`src/rtl/tdw_pkg.sv`:
```
// Operation
// Warning threshold exponent fixed at zero
// Warning threshold resets to 100 degrees
// Warning threshold mantissa stays within 100..140
// Turn-on delay spans start to rise
// Turn-on delay saved on store-all command
// Turn-on delay exponent fixed zero, millisecond units
// Delay upper bits zero, low seven writable
// Exactly sixteen effective turn-on delays exist
// Low mantissas map to 50us up to 14ms
// Higher mantissas map 19ms up to 100ms
// Warning at or above fault rejected, flagged
// Fixed bits read zero, writes ignored
package tdw_pkg;
    // Command codes
    localparam logic [7:0]  CMD_WARN_LIMIT  = 8'h51;
    localparam logic [7:0]  CMD_TURN_ON     = 8'h60;
    localparam logic [7:0]  CMD_STORE_ALL   = 8'h11;
    // Word layout
    localparam int          EXP_LSB         = 11;
    localparam int          MANT_W          = 11;
    localparam int          DLY_W           = 7;
    // Reset values
    localparam logic [10:0] WARN_RESET      = 11'h064;
    localparam logic [6:0]  DLY_RESET       = 7'h00;
    // Warning mantissa bounds
    localparam logic [10:0] WARN_MIN        = 11'h064;
    localparam logic [10:0] WARN_MAX        = 11'h08C;
    // Timing, from a 4 ns clock
    localparam int          CLK_PERIOD_PS   = 4000;
    localparam int          MS_PS           = 1000000000;
    localparam int          SHORT_DLY_US    = 50;
    localparam int          MS_CYC          = MS_PS / CLK_PERIOD_PS;
    localparam int          SHORT_CYC       = SHORT_DLY_US * 1000000 / CLK_PERIOD_PS;
    // Delay sequencer states
    typedef enum logic [0:0] {
        TDW_IDLE = 1'b0,
        TDW_WAIT = 1'b1
    } tdw_state_t;

    // Effective delay in ms for a programmed mantissa (0 means the short delay)
    function automatic logic [6:0] tdw_eff_ms(input logic [6:0] m);
        logic [6:0] r;
        r = 7'h00;
        if (m <= 7'h06) begin
            r = m;
        end else if (m <= 7'h09) begin
            r = 7'h07;
        end else if (m <= 7'h0C) begin
            r = 7'h0A;
        end else if (m <= 7'h11) begin
            r = 7'h0E;
        end else if (m <= 7'h16) begin
            r = 7'h13;
        end else if (m <= 7'h20) begin
            r = 7'h1B;
        end else if (m <= 7'h2C) begin
            r = 7'h25;
        end else if (m <= 7'h3E) begin
            r = 7'h34;
        end else if (m <= 7'h56) begin
            r = 7'h48;
        end else begin
            r = 7'h64;
        end
        return r;
    endfunction
endpackage

```
`src/rtl/tdw_regs.sv`:
```
`timescale 1ns/10ps
module tdw_regs
    import tdw_pkg::*;
#(
    parameter int MS_CYCLES    = MS_CYC,
    parameter int SHORT_CYCLES = SHORT_CYC
) (
    // Clock and reset
    input  wire logic        sys_clk,
    input  wire logic        reset_n,
    // Decoded command port
    input  wire logic [7:0]  cmd_code,
    input  wire logic        cmd_wr,
    input  wire logic        cmd_rd,
    input  wire logic [15:0] cmd_wdata,
    output logic [15:0]      cmd_rdata,
    output logic             cmd_rvalid,
    output logic             cmd_invalid,
    // Fault threshold from the fault block
    input  wire logic [10:0] overtemp_fault_threshold,
    // Warning threshold to the comparator
    output logic [10:0]      warn_threshold,
    // Non-volatile save request
    output logic             nvm_save,
    output logic [15:0]      nvm_save_word,
    // Sequencer handshake
    input  wire logic        start_req,
    output logic             rise_go
);

    // Register state
    logic [10:0] warn_q, warn_d;       // Warning mantissa
    logic [6:0]  dly_q, dly_d;         // Turn-on delay mantissa
    logic [15:0] rdata_q, rdata_d;     // Read answer
    logic        rvalid_q, rvalid_d;   // Read answer valid
    logic        inval_q, inval_d;     // Rejected write pulse
    logic        save_q, save_d;       // Save pulse
    logic [15:0] sword_q, sword_d;     // Saved word
    logic        warn_ok;              // Warning write acceptable

    // Range and relation check on a warning write
    always_comb begin
        warn_ok = (cmd_wdata[MANT_W-1:0] >= WARN_MIN)
               && (cmd_wdata[MANT_W-1:0] <= WARN_MAX)
               && (cmd_wdata[MANT_W-1:0] < overtemp_fault_threshold);
    end

    // Next state of the register file
    always_comb begin
        warn_d   = warn_q;
        dly_d    = dly_q;
        rdata_d  = rdata_q;
        rvalid_d = 1'b0;
        inval_d  = 1'b0;
        save_d   = 1'b0;
        sword_d  = sword_q;
        if (cmd_wr) begin
            if (cmd_code == CMD_WARN_LIMIT) begin
                // reject and flag
                if (!warn_ok) begin
                    inval_d = 1'b1;
                end else begin
                    // accepted only in range; R1: exponent ignored
                    warn_d = cmd_wdata[MANT_W-1:0];
                end
            end else if (cmd_code == CMD_TURN_ON) begin
                // only low seven bits stored
                dly_d = cmd_wdata[DLY_W-1:0];
            end else if (cmd_code == CMD_STORE_ALL) begin
                // hand delay word to storage
                save_d  = 1'b1;
                sword_d = {9'h000, dly_q};
            end
        end
        if (cmd_rd) begin
            rvalid_d = 1'b1;
            // fixed fields read as zero
            if (cmd_code == CMD_WARN_LIMIT) begin
                rdata_d = {5'h00, warn_q};
            end else if (cmd_code == CMD_TURN_ON) begin
                // exponent zero, millisecond units
                rdata_d = {9'h000, dly_q};
            end else begin
                rdata_d = 16'h0000;
            end
        end
    end

    // Register file flops
    always_ff @(posedge sys_clk) begin
        if (!reset_n) begin
            // warning defaults to 100
            warn_q   <= WARN_RESET;
            dly_q    <= DLY_RESET;
            rdata_q  <= 16'h0000;
            rvalid_q <= 1'b0;
            inval_q  <= 1'b0;
            save_q   <= 1'b0;
            sword_q  <= 16'h0000;
        end else begin
            warn_q   <= warn_d;
            dly_q    <= dly_d;
            rdata_q  <= rdata_d;
            rvalid_q <= rvalid_d;
            inval_q  <= inval_d;
            save_q   <= save_d;
            sword_q  <= sword_d;
        end
    end

    assign cmd_rdata      = rdata_q;
    assign cmd_rvalid     = rvalid_q;
    assign cmd_invalid    = inval_q;
    assign warn_threshold = warn_q;
    assign nvm_save       = save_q;
    assign nvm_save_word  = sword_q;

    // Delay sequencer state
    tdw_state_t  state_q, state_d;     // Sequencer state
    logic [31:0] cnt_q, cnt_d;         // Remaining cycles
    logic        go_q, go_d;           // Rise start pulse
    logic [31:0] load_cyc;             // Cycles for the current setting
    logic [6:0]  eff_ms;               // Effective delay in ms

    // sixteen buckets; R9: short end; R10: long end
    always_comb begin
        eff_ms = tdw_eff_ms(dly_q);
        if (eff_ms == 7'h00) begin
            load_cyc = 32'(SHORT_CYCLES);
        end else begin
            load_cyc = 32'(eff_ms) * 32'(MS_CYCLES);
        end
    end

    // Next state of the sequencer
    always_comb begin
        state_d = state_q;
        cnt_d   = cnt_q;
        go_d    = 1'b0;
        unique case (state_q)
            TDW_IDLE: begin
                // wait begins at start
                if (start_req) begin
                    state_d = TDW_WAIT;
                    cnt_d   = load_cyc - 32'h0000_0001;
                end
            end
            TDW_WAIT: begin
                // Count down, then let the output rise
                if (cnt_q == 32'h0000_0000) begin
                    state_d = TDW_IDLE;
                    go_d    = 1'b1;
                end else begin
                    cnt_d = cnt_q - 32'h0000_0001;
                end
            end
        endcase
    end

    // Sequencer flops
    always_ff @(posedge sys_clk) begin
        if (!reset_n) begin
            state_q <= TDW_IDLE;
            cnt_q   <= 32'h0000_0000;
            go_q    <= 1'b0;
        end else begin
            state_q <= state_d;
            cnt_q   <= cnt_d;
            go_q    <= go_d;
        end
    end

    assign rise_go = go_q;

    // Helper: elapsed cycles and expected wait since start
    logic [31:0] el_q, el_d;
    logic [31:0] exp_q, exp_d;
    // Next values of the helper counters
    always_comb begin
        el_d  = el_q;
        exp_d = exp_q;
        if (state_q == TDW_IDLE && start_req) begin
            el_d  = 32'h0000_0000;
            exp_d = load_cyc;
        end else if (state_q == TDW_WAIT) begin
            el_d = el_q + 32'h0000_0001;
        end
    end
    // Helper flops
    always_ff @(posedge sys_clk) begin
        if (!reset_n) begin
            el_q  <= 32'h0000_0000;
            exp_q <= 32'h0000_0000;
        end else begin
            el_q  <= el_d;
            exp_q <= exp_d;
        end
    end
endmodule

```
`config.mk`:
```
export PLATFORM = sky130hd
export DESIGN_NAME = tdw_regs
export DESIGN_NICKNAME = d
export VERILOG_FILES = /design/src/rtl/tdw_pkg.sv /design/src/rtl/tdw_regs.sv
export SDC_FILE = /design/constraint.sdc
export NUM_CORES = 1
export LEC_CHECK = 0
export ABC_AREA = 1
export BUFFER_PORTS_ARGS = -buffer_cell sky130_fd_sc_hd__buf_2
export CORE_MARGIN = 2
export CORE_UTILIZATION = 35
export CTS_BUF_LIST = sky130_fd_sc_hd__clkbuf_8
export DETAILED_ROUTE_END_ITERATION = 8
export SYNTH_ARGS = -nofsm -noshare
export SYNTH_HDL_FRONTEND = slang
export SYNTH_SLANG_ARGS = --single-unit
export TNS_END_PERCENT = 1
```
`constraint.sdc`:
```
create_clock -name sys_clk -period 14.6 [get_ports sys_clk]
set_input_delay 2.19 -clock sys_clk [delete_from_list [all_inputs] [get_ports sys_clk]]
set_output_delay 2.19 -clock sys_clk [all_outputs]
set_load 0.02 [all_outputs]
```
==> flow_metrics.py, run 1 <==
metrics = {
    "sta": {
        "worstMarginPinSlew_ns": 0.934,
        "tns_ns": 0,
        "rsz0062_at_grt": "false",
        "slew_headroom_pct": 37.3,
        "holdWs_ns": 0.448,
        "drv_slew": 0,
        "hold_viol": 0,
        "fin_crit_ns": 6.11,
        "final.period_utilization_pct": 41.9,
        "finClkSkew_ns": 0.0107,
        "max_freq_mhz": 164,
        "setup_violations": 0,
    },
    "setup_path": {
        "crit_buf_inv": 4,
        "max_stage_delay_ns": 0.54,
        "cp_data_arrival_time_ns": 6.37,
        "startpoint_type": "register",
        "cp_slowest_cell": "fa_1",
        "critPathTopFamily": "simple AND/OR/NAND/NOR gates",
        "crit_path_frequent_cell": "nand2_1",
        "reg2reg_depth": 34,
        "r2r-start": "dly_q[3]",
        "r2r_end": "cnt_q[24]",
        "cp_data_required_time_ns": 14.86,
        "end_kind": "register",
        "path_depth": 34,
        "path_max_fanout": 9,
        "crit_type": "register to register",
        "r2r_slack_ns": 8.49,
    },
    "die": {
        "dieArea_sq_mm": 0.0202,
        "start_util_pct": 35.8,
        "io_pins": 87,
        "rows": 50,
        "core_area_sq_mm": 0.0187,
        "die_y_microns": 142,
        "die_x_microns": 142,
    },
    "final_layout": {
        "final_common_cell": "nand2_1",
        "diodes": 0,
        "seq_area_sq_mm": 0.00146,
        "multi_input_area_sq_mm": 0.00438,
        "syn_to_final_growth_pct": 9.81,
        "layout_common_cells": "254 x nand2_1, 172 x inv_1, 126 x nor2_1",
        "final_net_count": 1231,
        "fill_cells": 2058,
        "layout-drive-gt1-share_pct": 11.7,
        "fin_util_pct": 39.3,
    },
    "cts": {
        "cts_buffers": 9,
        "root_buffer": "clkbuf_8",
        "cts-resized-gates": 0,
        "clk_path_buf_depth": 2,
        "cts_setup_buffers": 0,
        "cts_hold_buf": 0,
        "cts.sinks": 73,
        "clkLatencyLatePin_ns": 0.36,
        "clk_pin_slew_worst_paths_ns": 0.08,
        "cts_tree": "built",
        "htree_levels": 3,
    },
    "drt": {
        "highest_layer": "met4",
        "ant_nets": 0,
        "firstDrtPassIters": 4,
        "route.met2.wl_microns": 7710,
        "dr_total_vias": 6563,
        "detail_route.iter0.violations": 310,
        "wl_met1_microns": 8450,
        "avgViaCountPerCell": 4.84,
        "drc": 0,
        "wl_microns": 17000,
        "wl_met3_microns": 661,
        "routedWlPerCell_microns": 12.5,
    },
    "pwr": {
        "power-per-cell-area_mw_per_mm2": 59.6,
        "p_leak_uw": 0.00403,
        "ir_worst_vdd_uv": 52.3,
    },
    "placement": {
        "place_hpwl_microns": 13300,
        "io_buffer_count": 67,
        "place_congestion": 0.880,
    },
    "synthesis": {
        "seq_area_frac_synth_pct": 21.8,
        "ys_top_cells_by_area": "dfxtp_1 22%, nand2_1 14%, ha_1 11%, inv_1 9.6%, nor2_1 7.1%",
        "ys_types": 47,
        "syn_avg_cell_area_sq_um": 6.31,
        "synthCells": 1061,
        "ys_seq_elements": 73,
        "yosysWarningCount": 0,
        "syn_area_sq_mm": 0.00669,
        "synth_top_area_cell": "dfxtp_1",
        "synth-edff-count": 0,
        "yosys.area.top_type_share_pct": 21.8,
        "synth_flop_cell": "dfxtp_1",
        "synthArstFlopShare_pct": 0,
    },
    "global_routing": {
        "grt_max_degree": 46,
        "grt_overflow_total": 0,
        "grt_usage_pct": 17.6,
        "antenna_found_initial": 0,
        "grt_pass1_wl_microns": 29100,
        "grt_pass1_vias": 6126,
    },
    "min_path": {
        "hold_class": "register to register",
        "whs_path_depth": 2,
        "min_to": "nvm_save_word[5]",
        "worstHoldStart": "nvm_save_word[5]",
    },
    "run": {
        "maxCapViolCount": 0,
    },
    "outcome": {
        "status": "complete, no violations",
    },
}
synthesized netlist by cell type, types with 2 or more instances:
cell / count
nand3_1: 69
a21oi_1: 57
buf_2: 3
nor2_2: 9
a31oi_1: 2
nor2_4: 5
nand2_1: 254
ha_1: 61
o21ai_1: 2
nand4_1: 25
and3_1: 3
o22ai_1: 3
dfxtp_1: 73
o21bai_1: 5
nand2_4: 2
nand3_2: 4
buf_4: 15
or2_2: 2
inv_2: 8
nand3b_1: 3
clkbuf_1: 17
fa_1: 12
nand2_2: 11
nor4_1: 9
xnor2_1: 4
xor2_1: 9
inv_1: 172
nor2_1: 126
o211ai_1: 12
o221ai_1: 4
clkinv_1: 4
nor3_1: 11
buf_1: 2
o21ai_0: 50
cells by family (layout without fill, tap and decap cells):
family          Yosys count  after routing  synth area share (%)
simple gates            537            537                  35.7
buf+inv                 222            270                  13.5
compound gates          142            142                  12.3
fa+ha+maj                73             73                  15.0
flops                    73             73                  21.8
xor+xnor                 13             13                  1.70
other cells               1             14                0.0560
flip-flops by register name, summed over array words and instances, names as in the netlist:
register and flops:
warn_threshold 11, cmd_rdata 11, dly_q 7, nvm_save_word 7, nvm_save 1, rise_go 1
cnt_q 32, state_q 1, cmd_rvalid 1, cmd_invalid 1
tightest hold or removal path, cell delays in order (launching register included):
cell     delay [ns]
dfxtp_1        0.31
inv_1          0.05
a21oi_1        0.05
metal layers:
layer / up-vias / track usage (%)
li1: 3481 / -
met1: 2953 / 24.1
met2: 116 / 29.2
met3: 13 / 2.89
met4: 0 / 4.12
met5: - / 0
where the power goes:
| part | leakage, uW | switching [uW] | internal, uW |
|---|---|---|---|
| Sequential | 0.000594 | 5.26 | 205 |
| Combinational | 0.00335 | 61.1 | 28.7 |
| Clock | 0.0000846 | 77.6 | 59.7 |
| Total | 0.00403 | 144 | 294 |
through the flow:
stage          setup slack, ns  power [uW]  instances  cell area [sq um]
2_1_floorplan             9.21         284       1074               6740
4_1_cts                   8.44         444       1356               7350
3_3_place_gp              8.49         304       1341               7190
6_report                  8.49         438       1356               7350
5_1_grt                   7.77         465       1356               7350
3_5_place_dp              8.46         305       1341               7190
how the worst max path moves through the flow:
stage | from | end | slack (ns)
after floorplan | dly_q[3] | cnt_q[24] | 9.21
after global placement | dly_q[3] | cnt_q[24] | 8.49
after detailed placement | dly_q[3] | cnt_q[24] | 8.46
after CTS | dly_q[3] | cnt_q[24] | 8.44
after global routing | dly_q[0] | cnt_q[22] | 7.77
final | dly_q[3] | cnt_q[24] | 8.49
final cells by class:
| class | count | area share [%] |
|---|---|---|
| inverters | 184 | 9.40 |
| repair buffers | 71 | 4.97 |
| flip-flops and latches | 73 | 19.9 |
| multi-input cells | 779 | 59.6 |
| clock inverters | 6 | 0.494 |
| well taps | 234 | 3.98 |
| clock buffers | 9 | 1.69 |
Power figures use the tool's default switching activity.
==> run 2, diff against run 1 <==
--- a/config.mk
+++ b/config.mk
@@ -5,7 +5,7 @@
 export SDC_FILE = /design/constraint.sdc
 export NUM_CORES = 1
 export LEC_CHECK = 0
-export ABC_AREA = 1
+export ABC_AREA = 0
 export BUFFER_PORTS_ARGS = -buffer_cell sky130_fd_sc_hd__buf_2
 export CORE_MARGIN = 2
 export CORE_UTILIZATION = 35
==> constraint.sdc (replaced) <==
create_clock -name sys_clk -period 5.1 [get_ports sys_clk]
set_input_delay 0.765 -clock sys_clk [delete_from_list [all_inputs] [get_ports sys_clk]]
set_output_delay 0.765 -clock sys_clk [all_outputs]
set_load 0.02 [all_outputs]
==> flow_metrics.py, run 2 <==
metrics = {
    "setup_path": {
        "reg2reg_depth": 23,
        "startpoint_type": "register",
        "cp_data_required_time_ns": 5.40,
        "r2r_slack_ns": -0.56,
        "end_kind": "register",
        "r2r-start": "dly_q[2]",
        "r2r_end": "cnt_q[29]",
        "crit_type": "register to register",
        "path_max_fanout": 5,
        "cp_data_arrival_time_ns": 5.96,
    },
    "drt": {
        "ant_nets": 0,
        "routedWlPerCell_microns": 14.4,
        "wl_microns": 16300,
        "avgViaCountPerCell": 5.19,
        "drc": 0,
        "firstDrtPassIters": 5,
        "dr_total_vias": 5876,
        "detail_route.iter0.violations": 251,
    },
    "pwr": {
        "ir_worst_vdd_uv": 155,
        "power.total_uw": 1250,
        "power.share.switching_pct": 31.2,
        "pwr-share-comb_pct": 16.2,
        "p_int_uw": 857,
        "power-per-cell-area_mw_per_mm2": 162,
        "power_frac_clock_pct": 35.3,
        "p_leak_uw": 0.00376,
        "power_frac_seq_pct": 48.5,
        "power_switching_uw": 389,
    },
    "cts": {
        "root_buffer": "clkbuf_8",
        "cts_buffers": 9,
        "cts_tree": "built",
        "cts_hold_buf": 0,
        "clk_pin_slew_worst_paths_ns": 0.09,
        "clk_path_buf_depth": 2,
        "htree_levels": 3,
        "cts.sinks": 73,
        "clkLatencyLatePin_ns": 0.38,
    },
    "final_layout": {
        "syn_to_final_growth_pct": 29.2,
        "seq_area_sq_mm": 0.00146,
        "layout-drive-gt1-share_pct": 28.4,
        "final_common_cell": "buf_4",
        "layout_common_cells": "117 x buf_4, 71 x nor2_1, 71 x dfxtp_1",
        "fill_cells": 1688,
        "diodes": 0,
        "multi_input_area_sq_mm": 0.00432,
        "regMostFlops": "cnt_q",
        "final_net_count": 1021,
        "final_cells": 1133,
        "largest_reg_flops": 32,
    },
    "sta": {
        "drv_slew": 0,
        "max_freq_mhz": 177,
        "hold_viol": 0,
        "fin_ws_ns": -0.565,
        "fin_crit_ns": 5.66,
        "rsz0062_at_grt": "true",
        "worstMarginPinSlew_ns": 1.03,
        "setup_violations": 12,
        "slew_headroom_pct": 30.7,
        "finClkSkew_ns": 0.0131,
        "final.period_utilization_pct": 111,
    },
    "placement": {
        "io_buffer_count": 67,
        "place_inst": 1112,
        "place_hpwl_microns": 12300,
        "place_congestion": 0.833,
    },
    "min_path": {
        "hold_class": "register to register",
        "min_to": "cnt_q[12]",
        "worstHoldStart": "cnt_q[12]",
        "whs_path_depth": 2,
    },
    "die": {
        "die_y_microns": 134,
        "start_util_pct": 35.9,
        "rows": 47,
        "io_pins": 87,
        "core_area_sq_mm": 0.0166,
        "dieArea_sq_mm": 0.0181,
        "die_x_microns": 134,
    },
    "synthesis": {
        "seq_area_frac_synth_pct": 24.6,
        "synth_flop_cell": "dfxtp_1",
        "synth-edff-count": 0,
        "ys_top_cells_by_area": "dfxtp_1 25%, ha_1 13%, a21oi_1 5.0%, nor2_1 4.5%, nand2_1 4.2%",
        "synthArstFlopShare_pct": 0,
        "syn_avg_cell_area_sq_um": 8.00,
        "ys_top_cells_by_count": "73 x dfxtp_1, 72 x nor2_1, 67 x nand2_1",
        "yosys.area.top_type_share_pct": 24.6,
        "ys_seq_elements": 73,
        "syn_area_sq_mm": 0.00595,
        "ys_types": 70,
        "yosysWarningCount": 0,
        "synth_top_area_cell": "dfxtp_1",
        "yosys.cell_count.top_type": "dfxtp_1",
        "synthCells": 744,
    },
    "global_routing": {
        "grt_overflow_total": 0,
        "grt_usage_pct": 18.5,
        "grt_pass1_wl_microns": 27300,
        "grt_max_degree": 43,
        "antenna_found_initial": 0,
        "grt_pass1_vias": 5704,
    },
    "outcome": {
        "status": "finished, violations left",
        "violations": "setup timing",
    },
    "run": {
        "maxCapViolCount": 0,
    },
}
-- run 2: changes by cell type after synthesis, sizes merged, moves of 11 or more --
cell   delta
nor3     +11
nand2   -200
xnor2    +12
nand3    -58
nand4    -19
a21o     +11
mux2i    +21
inv     -126
o21ai    -12
nor2     -69
-- run 2: per-layer routing --
layer / part of all wire [%] / global-route usage (%)
met5: 0 / 0
met4: 1.5 / 5.56
met3: 4.3 / 3.21
met2: 46 / 30.0
met1: 49 / 25.0
-- run 2: cell type report --
cell class | count | share of cell area [%]
Inverter | 56 | 2.73
Sequential cell | 73 | 19.0
Timing Repair Buffer | 186 | 16.1
Tap cell | 220 | 3.58
Clock inverter | 6 | 0.618
Clock buffer | 10 | 1.79
Multi-Input combinational cell | 582 | 56.2
-- run 2: worst max-delay path, stage by stage, from the launching register on --
cell and delay, ns:
dfxtp_2 0.32, or3_4 0.38, or3_4 0.34, a31o_4 0.24
o21ai_4 0.15, inv_2 0.06, fa_1 0.45, ha_1 0.31
inv_2 0.04, fa_1 0.45, fa_1 0.53, inv_2 0.05
ha_4 0.21, o21a_1 0.21, o211a_1 0.24, a221oi_4 0.31
xor2_1 0.20, a21o_1 0.15, o211ai_1 0.09, buf_4 0.18
nor3_4 0.28, buf_4 0.18, a21oi_2 0.04, a311oi_1 0.17
-- run 2: stage by stage --
step	hold WS [ns]	setup TNS, ns	util, %	instance area, sq um	worst slack, ns
after global placement	0.459	-6.45	43.8	7270	-0.649
after detailed placement	0.460	-7.39	43.8	7270	-0.784
after CTS	0.479	-6.15	45.7	7580	-0.686
final	0.473	-5.19	46.4	7690	-0.565
after global routing	0.508	-9.33	46.4	7690	-0.807
after floorplan	0.441	-5.56	-	6040	-0.644
-- run 2: logic make-up after synthesis --
family                     count (synthesis)  synth area share [%]
buffers and inverters                    102                  7.49
xor gates and xnor gates                  26                  3.83
adders and majority gates                 74                  17.0
muxes                                     22                  3.72
AOI/OAI and AO/OA                        198                  22.0
other                                      1                0.0630
DFF                                       73                  24.6
and+or+nand+nor                          248                  21.3
-- run 2: worst max path at each step --
stage	from	slack (ns)	depth (start not counted)	end
6_report	dly_q[2]	-0.56	23	cnt_q[29]
5_1_grt	dly_q[2]	-0.81	21	cnt_q[28]
4_1_cts	dly_q[2]	-0.69	23	cnt_q[25]
3_5_place_dp	dly_q[2]	-0.78	22	cnt_q[31]
3_3_place_gp	dly_q[2]	-0.65	22	cnt_q[28]
2_1_floorplan	dly_q[1]	-0.64	22	cnt_q[31]
-- run 2: power groups by stage --
stage	Clock, uW	Combinational (uW)	Sequential, uW
2_1_floorplan	0	144	609
3_3_place_gp	0	192	617
3_5_place_dp	0	195	617
4_1_cts	458	198	604
5_1_grt	473	226	607
6_report	440	202	604
-- run 2: timing repair --
| item | CTS | global route |
|---|---|---|
| buffers inserted | 5 | 0 |
| setup endpoints to repair | 16 | 19 |
| gates resized for setup | 20 | 22 |
| pin swaps | 29 | 14 |
